$ cat src/dspb_pkg.sv
// Purpose: bank constants
// Assumes: 10 MHz mclk
// Notes: code numbers serve as addresses
`default_nettype none
package dspb_pkg;
   // ****************************************************
   // clock and link timing
   // ****************************************************
   localparam int CLK_HZ = 10_000_000;
   localparam int BAUD_0_HZ = 9600;
   localparam int BAUD_1_HZ = 4800;
   localparam int BAUD_2_HZ = 2400;
   localparam int BAUD_3_HZ = 1200;
   localparam int DIV_W = 14;
   localparam logic [DIV_W-1:0] DIV_0 = DIV_W'(CLK_HZ / BAUD_0_HZ);
   localparam logic [DIV_W-1:0] DIV_1 = DIV_W'(CLK_HZ / BAUD_1_HZ);
   localparam logic [DIV_W-1:0] DIV_2 = DIV_W'(CLK_HZ / BAUD_2_HZ);
   localparam logic [DIV_W-1:0] DIV_3 = DIV_W'(CLK_HZ / BAUD_3_HZ);
   localparam logic [DIV_W-1:0] DIV_ONE = 14'h0001;

   // ****************************************************
   // code numbers
   // ****************************************************
   localparam int CODE_W = 11;
   localparam logic [CODE_W-1:0] CODE_STATION = 11'h009;
   localparam logic [CODE_W-1:0] CODE_FAULT = 11'h02B;
   localparam logic [CODE_W-1:0] CODE_STATE_WIDE = 11'h044;
   localparam logic [CODE_W-1:0] CODE_STATE_NARROW = 11'h045;
   localparam logic [CODE_W-1:0] CODE_RATE = 11'h07D;
   localparam logic [CODE_W-1:0] CODE_HIST_NEWEST = 11'h0A1;
   localparam logic [CODE_W-1:0] CODE_HIST_OLDEST = 11'h0A8;
   localparam logic [CODE_W-1:0] CODE_WINDOW = 11'h0F9;
   localparam logic [CODE_W-1:0] CODE_MODULE_EN = 11'h172;
   localparam logic [CODE_W-1:0] CODE_LAST = 11'h7D0;
   localparam logic [CODE_W-1:0] WINDOW_STEP = 11'h0FA;

   // ****************************************************
   // value limits and resets
   // ****************************************************
   localparam logic [7:0] ADDR_MIN = 8'h01;
   localparam logic [7:0] ADDR_MAX = 8'h63;
   localparam logic [7:0] ADDR_GROUP = 8'h0A;
   localparam logic [7:0] ADDR_RESET = 8'h01;
   localparam logic [2:0] WINDOW_MAX = 3'h7;
   localparam logic [2:0] WINDOW_RESET = 3'h0;
   localparam logic [1:0] RATE_RESET = 2'h0;
   localparam logic MODULE_EN_RESET = 1'b0;
   localparam int HIST_DEPTH = 8;
   localparam int TRIP_W = 8;

   // ****************************************************
   // wide state word bit positions
   // ****************************************************
   localparam int SW_TRIP = 15;
   localparam int SW_ILIM = 13;
   localparam int SW_QSTOP = 12;
   localparam int SW_PINH = 11;
   localparam int SW_RUN = 10;
   localparam int SW_ZSPD = 9;
   localparam int SW_CEN = 8;
   localparam int SW_COMM_HI = 7;
   localparam int SW_COMM_LO = 4;
   localparam int SW_OPER_HI = 3;
   localparam int SW_OPER_LO = 0;

   // ****************************************************
   // narrow state word bit positions
   // ****************************************************
   localparam int SN_CEN = 7;
   localparam int SN_SPARE = 6;
   localparam int SN_CRST = 5;
   localparam int SN_TERM = 4;
   localparam int SN_SER = 3;
   localparam int SN_PRECHARGE_FLAG = 2;
   localparam int SN_CERR = 1;
   localparam int SN_OERR = 0;
endpackage : dspb_pkg
`default_nettype wire

$ cat src/dspb_trip_history.sv
// Purpose: reset trip history, newest at 0
// Assumes: one push per cleared trip
// Notes: entries age by one slot per push
`default_nettype none
module dspb_trip_history
   import dspb_pkg::*;
#(
   parameter int DEPTH = HIST_DEPTH,
   parameter int WIDTH = TRIP_W
) (
   input wire logic mclk, // system clock
   input wire logic resetn, // sync reset, low
   input wire logic push, // store a reset trip
   input wire logic [WIDTH-1:0] push_code, // trip code stored
   input wire logic [$clog2(DEPTH)-1:0] rd_idx, // 0 is newest
   output logic [WIDTH-1:0] rd_code // entry at rd_idx
);
   logic [WIDTH-1:0] hist_reg [DEPTH];

   always_ff @(posedge mclk) begin
      if (!resetn) begin
         for (int i = 0; i < DEPTH; i++) begin
            hist_reg[i] <= '0;
         end
      end else if (push) begin
         hist_reg[0] <= push_code; // RULE_13
         for (int i = 1; i < DEPTH; i++) begin
            hist_reg[i] <= hist_reg[i-1]; // RULE_13
         end
      end
   end

   assign rd_code = hist_reg[rd_idx]; // RULE_12
endmodule : dspb_trip_history
`default_nettype wire

$ cat src/dspb_bank.sv
// Purpose: drive parameter and status code bank
// Assumes: inputs synchronous to mclk
// Notes: answer one cycle after a request
//
// Operation
// (RULE_01) station address only one to ninety-nine
// (RULE_02) multiples of ten are broadcast groups
// (RULE_03) link serves at most ninety controllers
// (RULE_04) fault reads one, acknowledged by writing zero
// (RULE_05) acknowledge clears only once cause gone
// (RULE_06) fault and state words hidden locally
// (RULE_07) wide state word flag bit positions
// (RULE_08) wide word low bytes carry error codes
// (RULE_09) narrow state word flag bit positions
// (RULE_10) narrow word bit six reads zero
// (RULE_11) rate select picks baud, default 9600
// (RULE_12) eight read-only trip history codes
// (RULE_13) newest reset trip first, older follow
// (RULE_14) direct serial reach only up to 255
// (RULE_15) window select zero to seven, step 250
// (RULE_16) module link enable gates module traffic
// (RULE_17) ready asserted even without fitted module
// (RULE_18) factory default keeps module link enable
// (RULE_19) operator sets mode four to seven
// (RULE_20) acknowledge ignored while trip source active
`default_nettype none
module dspb_bank
   import dspb_pkg::*;
#(
   parameter logic [7:0] STATION_DEFAULT = ADDR_RESET
) (
   input wire logic mclk, // system clock
   input wire logic resetn, // sync reset, low
   input wire logic req_valid, // access request
   input wire logic req_write, // 1 write, 0 read
   input wire logic req_serial, // 1 serial, 0 local
   input wire logic [CODE_W-1:0] req_code, // window offset or code
   input wire logic [15:0] req_wdata, // write value
   output logic resp_valid, // answer pulse
   output logic resp_error, // refused access
   output logic [15:0] resp_rdata, // read value
   input wire logic rx_addr_valid, // address of a telegram seen
   input wire logic [7:0] rx_addr, // that address
   output logic addr_match, // telegram is for this station
   output logic addr_broadcast, // group match
   output logic baud_tick, // one pulse per bit time
   input wire logic trip_source, // a trip cause is active
   input wire logic [TRIP_W-1:0] trip_code, // code of that cause
   input wire logic ext_trip_ack, // terminal acknowledge
   input wire logic factory_default_load, // load default set pulse
   input wire logic module_fitted, // module present
   input wire logic current_limit_flag, // current at limit
   input wire logic quick_stop_flag, // quick stop active
   input wire logic running, // drive running
   input wire logic zero_speed, // actual speed zero
   input wire logic ctrl_enable, // controller enabled
   input wire logic ctrl_reset, // controller in reset
   input wire logic terminal_ctrl, // terminal control
   input wire logic serial_control_flag, // serial link control
   input wire logic precharge_flag, // precharge state
   input wire logic comm_error_flag, // comm error
   input wire logic operation_error_flag, // operation error
   input wire logic [3:0] comm_err_code, // comm error code
   input wire logic [3:0] oper_err_code, // operation error code
   output logic trip_state, // drive tripped
   output logic pulse_inhibit_flag, // pulses inhibited
   output logic ready_out, // ready message
   output logic module_comm_en, // module traffic
   output logic [7:0] station_addr, // own address
   output logic [1:0] link_rate // chosen rate
);
   // ****************************************************
   // registers
   // ****************************************************
   logic [7:0] station_address_reg, station_address_next;
   logic fault_indicate_ack_reg, fault_indicate_ack_next;
   logic [1:0] link_rate_select_reg, link_rate_select_next;
   logic [2:0] code_window_select_reg, code_window_select_next;
   logic module_link_enable_reg, module_link_enable_next;
   logic trip_src_d_reg;
   logic [TRIP_W-1:0] trip_code_reg, trip_code_next;
   logic resp_valid_reg, resp_error_reg;
   logic [15:0] resp_rdata_reg;
   logic match_reg, bcast_reg, tick_reg, ready_reg, modc_reg;
   logic [DIV_W-1:0] div_reg, div_next;

   // ****************************************************
   // code decode
   // ****************************************************
   wire [CODE_W-1:0] win_base;
   wire [CODE_W-1:0] abs_code;
   wire code_range_ok;
   wire is_station, is_fault, is_wide, is_narrow, is_rate;
   wire is_window, is_modena, is_hist, is_hidden;
   wire [2:0] hist_idx;
   wire [TRIP_W-1:0] hist_code;

   assign win_base = CODE_W'(code_window_select_reg * WINDOW_STEP); // RULE_15
   // serial offset within one window
   assign abs_code = req_serial ?
      CODE_W'(win_base + {3'h0, req_code[7:0]}) : req_code; // RULE_14
   assign code_range_ok = (abs_code <= CODE_LAST) &&
      (!req_serial || req_code[CODE_W-1:8] == 3'h0); // RULE_14 RULE_15
   assign is_station = (abs_code == CODE_STATION);
   assign is_fault = (abs_code == CODE_FAULT);
   assign is_wide = (abs_code == CODE_STATE_WIDE);
   assign is_narrow = (abs_code == CODE_STATE_NARROW);
   assign is_rate = (abs_code == CODE_RATE);
   assign is_window = (abs_code == CODE_WINDOW);
   assign is_modena = (abs_code == CODE_MODULE_EN);
   assign is_hist = (abs_code >= CODE_HIST_NEWEST) &&
      (abs_code <= CODE_HIST_OLDEST); // RULE_12
   assign hist_idx = 3'(abs_code - CODE_HIST_NEWEST);
   assign is_hidden = !req_serial &&
      (is_fault || is_wide || is_narrow); // RULE_06

   // ****************************************************
   // state words
   // ****************************************************
   wire [15:0] state_wide;
   wire [7:0] state_narrow;
   assign state_wide[SW_TRIP] = fault_indicate_ack_reg; // RULE_07
   assign state_wide[SW_TRIP-1] = 1'b0;
   assign state_wide[SW_ILIM] = current_limit_flag; // RULE_07
   assign state_wide[SW_QSTOP] = quick_stop_flag; // RULE_07
   assign state_wide[SW_PINH] = fault_indicate_ack_reg; // RULE_07
   assign state_wide[SW_RUN] = running; // RULE_07
   assign state_wide[SW_ZSPD] = zero_speed; // RULE_07
   assign state_wide[SW_CEN] = ctrl_enable; // RULE_07
   assign state_wide[SW_COMM_HI:SW_COMM_LO] = comm_err_code; // RULE_08
   assign state_wide[SW_OPER_HI:SW_OPER_LO] = oper_err_code; // RULE_08
   assign state_narrow[SN_CEN] = ctrl_enable; // RULE_09
   assign state_narrow[SN_SPARE] = 1'b0; // RULE_10
   assign state_narrow[SN_CRST] = ctrl_reset; // RULE_09
   assign state_narrow[SN_TERM] = terminal_ctrl; // RULE_09
   assign state_narrow[SN_SER] = serial_control_flag; // RULE_09
   assign state_narrow[SN_PRECHARGE_FLAG] = precharge_flag; // RULE_09
   assign state_narrow[SN_CERR] = comm_error_flag; // RULE_09
   assign state_narrow[SN_OERR] = operation_error_flag; // RULE_09

   // ****************************************************
   // access checks
   // ****************************************************
   wire [7:0] wr_addr;
   wire addr_ok, addr_group;
   wire acc_ok, wr_ok, wr_bad;
   assign wr_addr = req_wdata[7:0];
   assign addr_group = (wr_addr % ADDR_GROUP) == 8'h00; // RULE_02
   assign addr_ok = (req_wdata[15:8] == 8'h00) && (wr_addr >= ADDR_MIN) &&
      (wr_addr <= ADDR_MAX) && !addr_group; // RULE_01 RULE_03
   assign acc_ok = req_valid && code_range_ok && !is_hidden &&
      (is_station || is_fault || is_wide || is_narrow || is_rate ||
       is_window || is_modena || is_hist);
   assign wr_bad = (is_station && !addr_ok) ||
      (is_fault && req_wdata != 16'h0000) ||
      (is_rate && req_wdata[15:2] != 14'h0000) ||
      (is_window && req_wdata > {13'h0000, WINDOW_MAX}) || // RULE_15
      (is_modena && req_wdata[15:1] != 15'h0000) ||
      is_wide || is_narrow || is_hist; // RULE_12
   assign wr_ok = acc_ok && req_write && !wr_bad;

   // ****************************************************
   // fault, acknowledge and trip history
   // ****************************************************
   wire trip_rise, ack_req, ack_done;
   assign trip_rise = trip_source && !trip_src_d_reg;
   assign ack_req = (wr_ok && is_fault) || ext_trip_ack; // RULE_04
   // no acknowledge while a cause stays
   assign ack_done = ack_req && fault_indicate_ack_reg &&
      !trip_source && !trip_rise; // RULE_05 RULE_20

   always_comb begin
      fault_indicate_ack_next = fault_indicate_ack_reg;
      trip_code_next = trip_code_reg;
      if (trip_source) begin
         fault_indicate_ack_next = 1'b1; // RULE_04 RULE_20
         trip_code_next = trip_code;
      end else if (ack_done) begin
         fault_indicate_ack_next = 1'b0; // RULE_05
      end
   end

   dspb_trip_history #(
      .DEPTH(HIST_DEPTH),
      .WIDTH(TRIP_W)
   ) u_hist (
      .mclk(mclk),
      .resetn(resetn),
      .push(ack_done), // RULE_13
      .push_code(trip_code_reg),
      .rd_idx(hist_idx),
      .rd_code(hist_code)
   );

   // ****************************************************
   // writable settings
   // ****************************************************
   always_comb begin
      station_address_next = station_address_reg;
      link_rate_select_next = link_rate_select_reg;
      code_window_select_next = code_window_select_reg;
      module_link_enable_next = module_link_enable_reg;
      if (factory_default_load) begin
         station_address_next = STATION_DEFAULT;
         link_rate_select_next = RATE_RESET; // RULE_11
         code_window_select_next = WINDOW_RESET;
         // module link enable kept  RULE_18
      end else if (wr_ok) begin
         if (is_station) begin
            station_address_next = wr_addr; // RULE_01
         end else if (is_rate) begin
            link_rate_select_next = req_wdata[1:0]; // RULE_11
         end else if (is_window) begin
            code_window_select_next = req_wdata[2:0]; // RULE_15
         end else if (is_modena) begin
            module_link_enable_next = req_wdata[0]; // RULE_16
         end
      end
   end

   // ****************************************************
   // read mux
   // ****************************************************
   wire [15:0] rd_val;
   assign rd_val = is_station ? {8'h00, station_address_reg} :
      is_fault ? {15'h0000, fault_indicate_ack_reg} : // RULE_04
      is_wide ? state_wide :
      is_narrow ? {8'h00, state_narrow} :
      is_rate ? {14'h0000, link_rate_select_reg} :
      is_window ? {13'h0000, code_window_select_reg} :
      is_modena ? {15'h0000, module_link_enable_reg} :
      is_hist ? {8'h00, hist_code} : 16'h0000;

   // ****************************************************
   // station address match
   // ****************************************************
   wire rx_group, rx_own, rx_grp_hit;
   assign rx_group = (rx_addr % ADDR_GROUP) == 8'h00 && rx_addr != 8'h00;
   assign rx_own = rx_addr == station_address_reg; // RULE_01
   assign rx_grp_hit = rx_group &&
      (rx_addr / ADDR_GROUP) == (station_address_reg / ADDR_GROUP); // RULE_02

   // ****************************************************
   // baud divider
   // ****************************************************
   wire [DIV_W-1:0] div_load;
   assign div_load = (link_rate_select_reg == 2'h0) ? DIV_0 :
      (link_rate_select_reg == 2'h1) ? DIV_1 :
      (link_rate_select_reg == 2'h2) ? DIV_2 : DIV_3; // RULE_11
   wire div_end;
   assign div_end = (div_reg <= DIV_ONE);
   assign div_next = div_end ? div_load : DIV_W'(div_reg - DIV_ONE);

   // ****************************************************
   // flip-flops
   // ****************************************************
   always_ff @(posedge mclk) begin
      if (!resetn) begin
         station_address_reg <= STATION_DEFAULT;
         fault_indicate_ack_reg <= 1'b0;
         link_rate_select_reg <= RATE_RESET;
         code_window_select_reg <= WINDOW_RESET;
         module_link_enable_reg <= MODULE_EN_RESET;
         trip_src_d_reg <= 1'b0;
         trip_code_reg <= '0;
         div_reg <= DIV_0;
      end else begin
         station_address_reg <= station_address_next;
         fault_indicate_ack_reg <= fault_indicate_ack_next;
         link_rate_select_reg <= link_rate_select_next;
         code_window_select_reg <= code_window_select_next;
         module_link_enable_reg <= module_link_enable_next;
         trip_src_d_reg <= trip_source;
         trip_code_reg <= trip_code_next;
         div_reg <= div_next;
      end
   end

   always_ff @(posedge mclk) begin
      if (!resetn) begin
         resp_valid_reg <= 1'b0;
         resp_error_reg <= 1'b0;
         resp_rdata_reg <= 16'h0000;
         match_reg <= 1'b0;
         bcast_reg <= 1'b0;
         tick_reg <= 1'b0;
         ready_reg <= 1'b0;
         modc_reg <= 1'b0;
      end else begin
         resp_valid_reg <= req_valid;
         resp_error_reg <= req_valid && (!acc_ok || (req_write && wr_bad));
         resp_rdata_reg <= (acc_ok && !req_write) ? rd_val : 16'h0000;
         match_reg <= rx_addr_valid && (rx_own || rx_grp_hit);
         bcast_reg <= rx_addr_valid && rx_grp_hit; // RULE_02
         tick_reg <= div_end;
         ready_reg <= !fault_indicate_ack_next; // RULE_17
         modc_reg <= module_link_enable_next && module_fitted; // RULE_16
      end
   end

   assign resp_valid = resp_valid_reg;
   assign resp_error = resp_error_reg;
   assign resp_rdata = resp_rdata_reg;
   assign addr_match = match_reg;
   assign addr_broadcast = bcast_reg;
   assign baud_tick = tick_reg;
   assign trip_state = fault_indicate_ack_reg; // RULE_20
   assign pulse_inhibit_flag = fault_indicate_ack_reg; // RULE_20
   assign ready_out = ready_reg;
   assign module_comm_en = modc_reg;
   assign station_addr = station_address_reg;
   assign link_rate = link_rate_select_reg;
endmodule : dspb_bank
`default_nettype wire

$ cat config.mk
export PLATFORM = sky130hd
export DESIGN_NAME = dspb_bank
export DESIGN_NICKNAME = d
export VERILOG_FILES = /design/src/dspb_pkg.sv /design/src/dspb_trip_history.sv /design/src/dspb_bank.sv
export SDC_FILE = /design/constraint.sdc
export NUM_CORES = 1
export LEC_CHECK = 0
export ABC_AREA = 1
export BUFFER_PORTS_ARGS = -buffer_cell sky130_fd_sc_hd__buf_2
export CORE_ASPECT_RATIO = 1.5
export CORE_MARGIN = 2
export CORE_UTILIZATION = 59
export CTS_CLUSTER_DIAMETER = 80
export DETAILED_ROUTE_END_ITERATION = 7
export GPL_ROUTABILITY_DRIVEN = 0
export HOLD_SLACK_MARGIN = 0.02
export PLACE_DENSITY = 0.79
export SLEW_MARGIN = 20
export SYNTH_ARGS = -nofsm -noshare
export SYNTH_HDL_FRONTEND = slang
export SYNTH_SLANG_ARGS = --single-unit
$ cat constraint.sdc
create_clock -name mclk -period 8.2 [get_ports mclk]
set_input_delay 0.82 -clock mclk [delete_from_list [all_inputs] [get_ports mclk]]
set_output_delay 0.82 -clock mclk [all_outputs]
set_load 0.03 [all_outputs]
* Yosys cells after proc, flatten, opt, wreduce, memory -nomap -nowiden
Memory sizes are Yosys's and may differ from the RTL's.
Cells that the tools add are included.
W data, S select, Z words.
** Word-level totals
- Register bits after elaboration :: 61
- Bits in writable memories :: 64
- Bits of input ports :: 72
- Output and inout bits :: 35
- Word-level logic and storage cells :: 166
- Memories :: 1
** Cells by class
- $add $sub $neg :: 3
- Multiply operators :: 1
- Div/mod/pow operators :: 4
- Magnitude comparators :: 7
- Eq/ne operators :: 11
- Mux-type cells :: 33
- Bitwise gates (word level) :: 12
- Reductions and logical operators :: 76
** Memories
- u_hist.hist_reg :: words 8, bits a word 8, rd ports 8, clocked after Yosys merged registers in 0, write ports 8, RTL line dspb_trip_history.sv:18 : logic [WIDTH-1:0] hist_reg [DEPTH];
** Operators by type and width (count)
- $mux W8 :: 15
- $mux W14 :: 4
- $eq A11 B7 Y1 const B :: 3
- $logic_and A1 B1 Y1 :: 29
- $logic_not A8 Y1 :: 3
- $logic_or A1 B1 Y1 :: 20
- $div A8 B4 Y8 const B :: 2
- $eq A8 B8 Y1 :: 2
- $gt A16 B3 Y1 const B :: 1
- $mod A8 B4 Y8 const B :: 2
- $mux W16 :: 1
- $reduce_bool A16 Y1 :: 1
- $reduce_bool A15 Y1 :: 1
- $le A14 B1 Y1 const B :: 1
- $reduce_bool A14 Y1 :: 1
- $sub A14 B1 Y14 const B :: 1
- $mux W1 :: 12
- $add A11 B8 Y11 :: 1
- $eq A11 B4 Y1 const B :: 1
- $eq A11 B6 Y1 const B :: 1
- $eq A11 B8 Y1 const B :: 1
- $eq A11 B9 Y1 const B :: 1
- $ge A11 B8 Y1 const B :: 1
- $le A11 B11 Y1 const B :: 1
- 20 further kinds :: 41

* Depth between registers and ports, before layout
Gate-level depths: netlist of run 1.
- Word-level depth :: 24
- Gate-level depth with buffers :: 30
- Gate-level depth less buffers :: 27

* Cells and area by module
From an unflattened synthesis of run 1, not the netlist that was laid out.
** Second synthesis, totals
- Cells, all modules :: 1227
- Area, all modules :: 8398.1 sq um
** By module, submodules not included
- dspb_bank :: times used 1, cells an instance 851, area each 5117.4 sq um, seq. area each 1161.1 sq um
- dspb_trip_history :: times used 1, cells an instance 376, area each 3280.6 sq um, seq. area each 1921.8 sq um

* Worst setup path before layout of run 1
Ideal clock, no wire load.
- Path type :: reg2reg
- From :: reg code_window_select_reg[1]
- To :: mem u_hist.hist_reg[0][0] (netlist bit) (enable)
- Setup time :: 0.424 ns
- Arrival :: 5.371 ns
- Required time :: 7.776 ns
- Slack :: 2.405 ns
- Stages on the path, launching flop included :: 27
- Path buffers :: 1
- Period minus slack after synthesis :: 5.795 ns
- Cell sequence :: dfxtp_1 > fa_1 > inv_1 > fa_1 > fa_1 > inv_1 > ha_1 > nand2_1 > inv_1 > a21oi_1 > nand3_1 > nand2_1 > nand2_1 > nand2_2 > inv_2 > nor2_8 > nand2_2 > nor2b_2 > buf_6 > nor2_2 > nand3b_2 > nand2_4 > nor2_4 > nand2_2 > nand2_4 > nand2_1 > nand2_1
** RTL lines
- start: declaration :: RTL line dspb_bank.sv:78 : logic [2:0] code_window_select_reg, code_window_select_next;
- start signal: assignment :: RTL line dspb_bank.sv:271 : code_window_select_reg <= code_window_select_next;
- end: declaration :: RTL line dspb_trip_history.sv:18

==> impl_metrics.tcl, run 1 <==
set metrics [dict create \
    status "complete, no violations" \
    ys_ff_latch 122 \
    critPathCaptureType "flip-flop" \
    ctsResizeCount 0 \
    drive_gt1_share_pct 16.57 \
    register_area_sq_um 3083 \
    cts_tree "built" \
    relSlewSlack_pct 38.11 \
    async_flop_share_pct 0 \
    post_cts_buffers 0 \
    htreeDepth 4 \
    final_util_pct 68.61 \
    layout_setup_ws_ns 2.229 \
    synth_xor_area_share_pct 1.848 \
    postSynthAreaPerCell_sq_um 7.356 \
    setup_viol 0 \
    final_nets 1301 \
    grt_pass1_wl_um 31750 \
    fin_crit_ns 5.971 \
    tns_ns 0 \
    multi_input_area_sq_um 4071 \
    grt_overflow 0 \
    synth_compound_area_share_pct 11.94 \
    largest_reg_flops 64 \
    wl_per_cell_um 14.05 \
    wl_um 19240 \
    start_util_pct 60.10 \
    p_leak_nw 4.529 \
    die-area_sq_um 14620 \
    fin_cells 1369 \
    num_rows 52 \
    clk_latency_ns 0.42 \
    worstPathRequired_ns 8.28 \
    fp.dieW_um 99.41 \
    clock_skew_ns 0.003948 \
    ctsHoldBuffers 0 \
    synthAdderAreaFrac_pct 5.902 \
    clock_sinks 122 \
    final-hold-violation-count 0 \
    synth_nets 1202 \
    cts_root_buf "clkbuf_16" \
    die_h_um 147.1 \
    num_antenna_cells 0 \
    startpoint_type "flip-flop" \
    synth_mux_area_share_pct 0.1243 \
    drcViolationCount 0 \
    worst_pin_slew_ns 0.9284 \
    slowest_stage "nand2_2" \
    max_freq_mhz 167.5 \
    io_buffers 105 \
    yosysSeqAreaShare_pct 38.27 \
    yosys.area_share.simple_pct 30.65 \
    hpwl_um 14390 \
    numCtsBuffers 17 \
    ant_nets 0 \
    antenna_found_initial 0 \
    cts_buffer_depth 2 \
    dr.first_iter.drc_count 325 \
    max-vdd-ir-drop_mv 0.2151 \
    critPathKind "reg2reg" \
    synth_edf_count 64 \
    min_period_over_period_pct 72.82 \
    rsz0062_at_grt "false" \
    dr_total_vias 7286 \
    slew_violations 0 \
    critical_path.max_stage_delay_ns 0.65 \
    dr.pass1.iters 5 \
    worst-endpoint-arrival_ns 6.05 \
    ys_warn_count 0 \
    pwr_density_cell_nw_per_um2 174.8 \
    ios 107 \
    synth_top_family_by_area "simple AND/OR/NAND/NOR gates" \
    synth_cell_types 55 \
    placed_cells 1337 \
    floorplan.core_area_sq_um 13400 \
    synthCells 1095 \
    avgViaCountPerCell 5.322 \
    synthesis.area_sq_um 8055 \
    cp_max_fo 38 \
    area_growth_pct 14.17 \
    grt.total_usage_pct 27.05 \
    grt_pass1_vias 6994 \
    grt_max_degree 60 \
    clk_pin_slew_ns 0.05 \
    maxCapViolations 0 \
    hold_path_class "reg2reg" \
    fillers 1175 \
    synth_ff_type "edfxtp_1" \
    dp_slack_ns 2.251 \
]
-- critical path, delay by kind of cell (launching register included) --
| kind | cells | cell delay [ns] |
|---|---|---|
| and+or+nand+nor | 16 | 2.37 |
| buffers and inverters | 5 | 0.71 |
| AOI/OAI and AO/OA | 1 | 0.23 |
| DFF | 1 | 0.41 |
| adders and majority gates | 4 | 1.87 |
-- cell type report --
class / count / share of cell area (%)
clock inverters: 6 / 0.3401
repair buffers: 107 / 5.878
multi-input cells: 750 / 44.27
well taps: 162 / 2.204
flip-flops and latches: 122 / 33.52
inverters: 196 / 8.000
clock buffers: 26 / 5.782
-- layout by cell type, fill, tap and decap left out, types with 4 or more instances in the layout --
cell and count:
nor3_1 12, nand2_2 12, edfxtp_1 64, o21ai_0 53, nand2_1 241, clkbuf_1 4
clkinv_2 5, o211ai_1 12, buf_2 105, nor2_4 21, xnor2_1 7, ha_1 30
dfxtp_1 58, a221oi_1 4, fa_1 5, xor2_1 10, nand4_1 18, nand2_4 4
inv_2 8, a21oi_1 77, clkbuf_16 19, inv_1 186, nand3_2 4, nand3_1 75
or2_2 4, nor2_1 119
-- cells by family after synthesis --
logic type	Yosys count
buffers and inverters	223
other	1
XOR/XNOR	17
multiplexers	1
AO/OA/AOI/OAI	170
flip-flops	122
AND/OR/NAND/NOR	526
adder cells (fa/ha/maj)	35
-- layer usage --
layer / up-vias / global-route usage (%) / share of wire, %
met5: - / 0 / 0
met4: 0 / 15.41 / 4.4
met3: 66 / 5.233 / 4.0
met2: 199 / 47.30 / 53
met1: 3282 / 30.34 / 39
li1: 3739 / - / -
-- path summary, 6_finish.rpt --
| kind | from | to | slack (ns) | depth (start not counted) |
|---|---|---|---|---|
| worst max-delay path | code_window_select_reg[1]$_SDFFE_PP0P_ | u_hist.hist_reg[2][6]$_SDFFCE_PN0P_ | 2.23 | 26 |
| worst min-delay path | trip_code_reg[7]$_SDFFE_PN0P_ | trip_code_reg[7]$_SDFFE_PN0P_ | 0.45 | 2 |
| worst max register to register | code_window_select_reg[1]$_SDFFE_PP0P_ | u_hist.hist_reg[2][6]$_SDFFCE_PN0P_ | 2.23 | 26 |
| worst min register to register | trip_code_reg[7]$_SDFFE_PN0P_ | trip_code_reg[7]$_SDFFE_PN0P_ | 0.45 | 2 |
-- synthesized netlist by cell type, types with 3 or more instances --
| cell | instances | area share, % |
|---|---|---|
| nand2_1 | 242 | 11 |
| inv_1 | 186 | 8.7 |
| nor2_1 | 119 | 5.5 |
| a21oi_1 | 77 | 4.8 |
| nand3_1 | 75 | 4.7 |
| edfxtp_1 | 64 | 24 |
| dfxtp_1 | 58 | 14 |
| o21ai_0 | 53 | 3.3 |
| ha_1 | 30 | 4.7 |
| nor2_4 | 21 | 2.9 |
| nand4_1 | 18 | 1.4 |
| clkbuf_1 | 16 | 0.75 |
| nor3_1 | 12 | 0.75 |
| o211ai_1 | 12 | 1.1 |
| nand2_2 | 11 | 0.85 |
| xor2_1 | 10 | 1.1 |
| inv_2 | 8 | 0.37 |
| xnor2_1 | 7 | 0.76 |
| fa_1 | 5 | 1.2 |
| a221oi_1 | 4 | 0.43 |
| buf_4 | 4 | 0.37 |
| nand2_4 | 4 | 0.56 |
| nand3_2 | 4 | 0.50 |
| or2_2 | 4 | 0.31 |
| a211oi_1 | 3 | 0.28 |
| a22oi_1 | 3 | 0.28 |
| a31oi_1 | 3 | 0.23 |
| buf_2 | 3 | 0.19 |
| nor2_2 | 3 | 0.23 |
| nor4_1 | 3 | 0.23 |
-- power by group --
| part | internal (mW) | switching [mW] | leakage, nW |
|---|---|---|---|
| clock network | 0.444 | 0.260 | 0.284 |
| logic | 0.0733 | 0.149 | 3.11 |
| registers | 0.669 | 0.0124 | 1.14 |
| total | 1.19 | 0.421 | 4.53 |
-- stage by stage --
stage	hold WS, ns	area (sq um)	total power [mW]
final	0.4529	9196	1.608
after global routing	0.4866	9196	1.669
after CTS	0.4609	9196	1.612
after detailed placement	0.4531	8633	0.9128
after global placement	0.4421	8633	0.9085
after floorplan	0.4301	8055	0.8502
Power figures use the tool's default switching activity.
==> run 2, diff against run 1 <==
- clock period: 8.2 -> 5.7 ns (I/O delays scaled with it)
==> impl_metrics.tcl, run 2 (synthesized netlist as in run 1, its figures left out) <==
set metrics [dict create \
    status "complete, no violations" \
    area_growth_pct 14.79 \
    combinationalPowerShare_pct 13.9 \
    ctsResizeCount 0 \
    floorplan.core_area_sq_um 13400 \
    tns_ns 0 \
    ant_nets 0 \
    fillers 1199 \
    startpoint_type "flip-flop" \
    final_cell_mix "nand2_1 (241), inv_1 (186), nor2_1 (119)" \
    power_frac_seq_pct 42.0 \
    wl_per_cell_um 14.53 \
    fin_cells 1372 \
    critPathKind "reg2reg" \
    hpwl_um 14860 \
    htreeDepth 4 \
    final-hold-violation-count 0 \
    p_sw_share_pct 26.94 \
    intPower_mw 1.703 \
    relSlewSlack_pct 58.20 \
    cts_root_buf "clkbuf_16" \
    layout_commonest_cell "nand2_1" \
    num_rows 52 \
    fin_crit_ns 5.261 \
    drcViolationCount 0 \
    maxCapViolations 0 \
    p_switching_mw 0.6282 \
    hold_end "resp_rdata[13]$_SDFF_PP0_" \
    dr.pass1.iters 7 \
    grt.total_usage_pct 27.64 \
    worst_pin_slew_ns 0.6270 \
    rr_worst_depth 26 \
    largest_reg_flops 64 \
    io_buffers 105 \
    r2r-end "u_hist.hist_reg[7][6]$_SDFFCE_PN0P_" \
    start_util_pct 60.10 \
    cts_tree "built" \
    worstPathRequired_ns 5.78 \
    register_area_sq_um 3083 \
    min_from "current_limit_flag" \
    multi_input_area_sq_um 4071 \
    ios 107 \
    cts_buffer_depth 2 \
    rrSetupSlack_ns 0.44 \
    avgViaCountPerCell 5.449 \
    fp.dieW_um 99.41 \
    whs_path_depth 3 \
    cp_max_fo 64 \
    die_h_um 147.1 \
    final_nets 1304 \
    pwr-share-clk_pct 44.0 \
    placed_cells 1340 \
    grt_pass1_vias 7164 \
    clk_pin_slew_ns 0.06 \
    numCtsBuffers 17 \
    grt_pass1_wl_um 32370 \
    clock_sinks 122 \
    drive_gt1_share_pct 16.86 \
    dr_total_vias 7476 \
    die-area_sq_um 14620 \
    clk_latency_ns 0.42 \
    clock_skew_ns 0.01004 \
    rsz0062_at_grt "false" \
    dr.first_iter.drc_count 292 \
    antenna_found_initial 0 \
    setup_viol 0 \
    post_cts_buffers 0 \
    grt_overflow 0 \
    num_antenna_cells 0 \
    slew_violations 0 \
    ctsHoldBuffers 0 \
    r2r_start "code_window_select_reg[1]$_SDFFE_PP0P_" \
    p_leak_nw 4.545 \
    startpoint "code_window_select_reg[1]$_SDFFE_PP0P_" \
    critPathCaptureType "flip-flop" \
    hold_path_class "in2reg" \
    wl_um 19940 \
    min_period_over_period_pct 92.30 \
    grt_max_degree 65 \
    max_freq_mhz 190.1 \
    pwr_density_cell_nw_per_um2 252.2 \
    max-vdd-ir-drop_mv 0.2363 \
    worst-endpoint-arrival_ns 5.34 \
]
run 2: changes by cell type in the layout (fill, tap and decap cells not counted):
cell | before | now
clkbuf_16 | 19 | 18
clkinv_1 | 2 | 3
buf_12 | 0 | 2
bufinv_16 | 0 | 1
clkbuf_8 | 3 | 1
clkinvlp_4 | 0 | 2
inv_4 | 1 | 2
buf_4 | 2 | 3
clkinv_4 | 0 | 2
clkbuf_1 | 4 | 2
clkinv_2 | 5 | 3
run 2: cell type report:
type | count | area share [%]
multi-input combinational | 750 | 44.03
sequential | 122 | 33.34
inverter | 196 | 7.957
timing repair buffer | 110 | 6.360
clock buffer | 21 | 5.101
tap | 162 | 2.192
clock inverter | 11 | 1.015
run 2: how the worst max path moves through the flow:
stage,slack (ns),depth (start not counted),to
after floorplan,0.52,26,u_hist.hist_reg[0][0]$_SDFFCE_PN0P_
after global placement,0.60,26,u_hist.hist_reg[3][2]$_SDFFCE_PN0P_
after global routing,0.06,27,u_hist.hist_reg[0][6]$_SDFFCE_PN0P_
final,0.44,26,u_hist.hist_reg[7][6]$_SDFFCE_PN0P_
after detailed placement,0.47,26,u_hist.hist_reg[2][2]$_SDFFCE_PN0P_
after CTS,0.44,26,u_hist.hist_reg[7][6]$_SDFFCE_PN0P_
run 2: power groups by stage:
stage	sequential, mW	clock [mW]	combinational, mW
CTS	0.980	1.04	0.324
global route	0.984	1.07	0.364
global placement	0.996	0	0.315
detailed placement	0.998	0	0.321
finish	0.980	1.03	0.325
floorplan	0.997	0	0.226
run 2: metal layers:
metal  GRT usage, %  share of wire (%)  up-vias
li1               -                  -     3745
met1          29.42                 38     3437
met2          50.71                 53      223
met3          4.282                4.4       71
met4          15.96                4.8        0
met5              0                  0        -
run 2: critical path: stages, from the launching register on:
cell and delay [ns]:
dfxtp_1 0.42, fa_1 0.60, inv_1 0.10, fa_1 0.46, fa_1 0.49, inv_1 0.05
ha_1 0.33, nand2_1 0.10, inv_1 0.04, a21oi_1 0.21, nand3_1 0.10, nand2_1 0.08
nand2_1 0.08, nand2_2 0.09, inv_2 0.06, nor2_8 0.15, nand2_2 0.07, nor2b_2 0.38
nor2_2 0.07, nand3b_2 0.12, nand2_4 0.07, nor2_4 0.17, nand2_2 0.09, nand2_4 0.08
nand2_1 0.06, nand2_2 0.09, buf_12 0.31
run 2: per-stage QoR:
stage	area (sq um)	utilization (%)	hold WS (ns)	total power, mW	setup WS, ns
detailed placement	8681	64.77	0.4482	1.319	0.4657
finish	9246	68.99	0.3668	2.332	0.4390
global route	9246	68.99	0.3827	2.417	0.06339
global placement	8681	64.77	0.4486	1.312	0.5991
CTS	9246	68.99	0.3529	2.342	0.4409
floorplan	8058	-	0.4301	1.222	0.5233
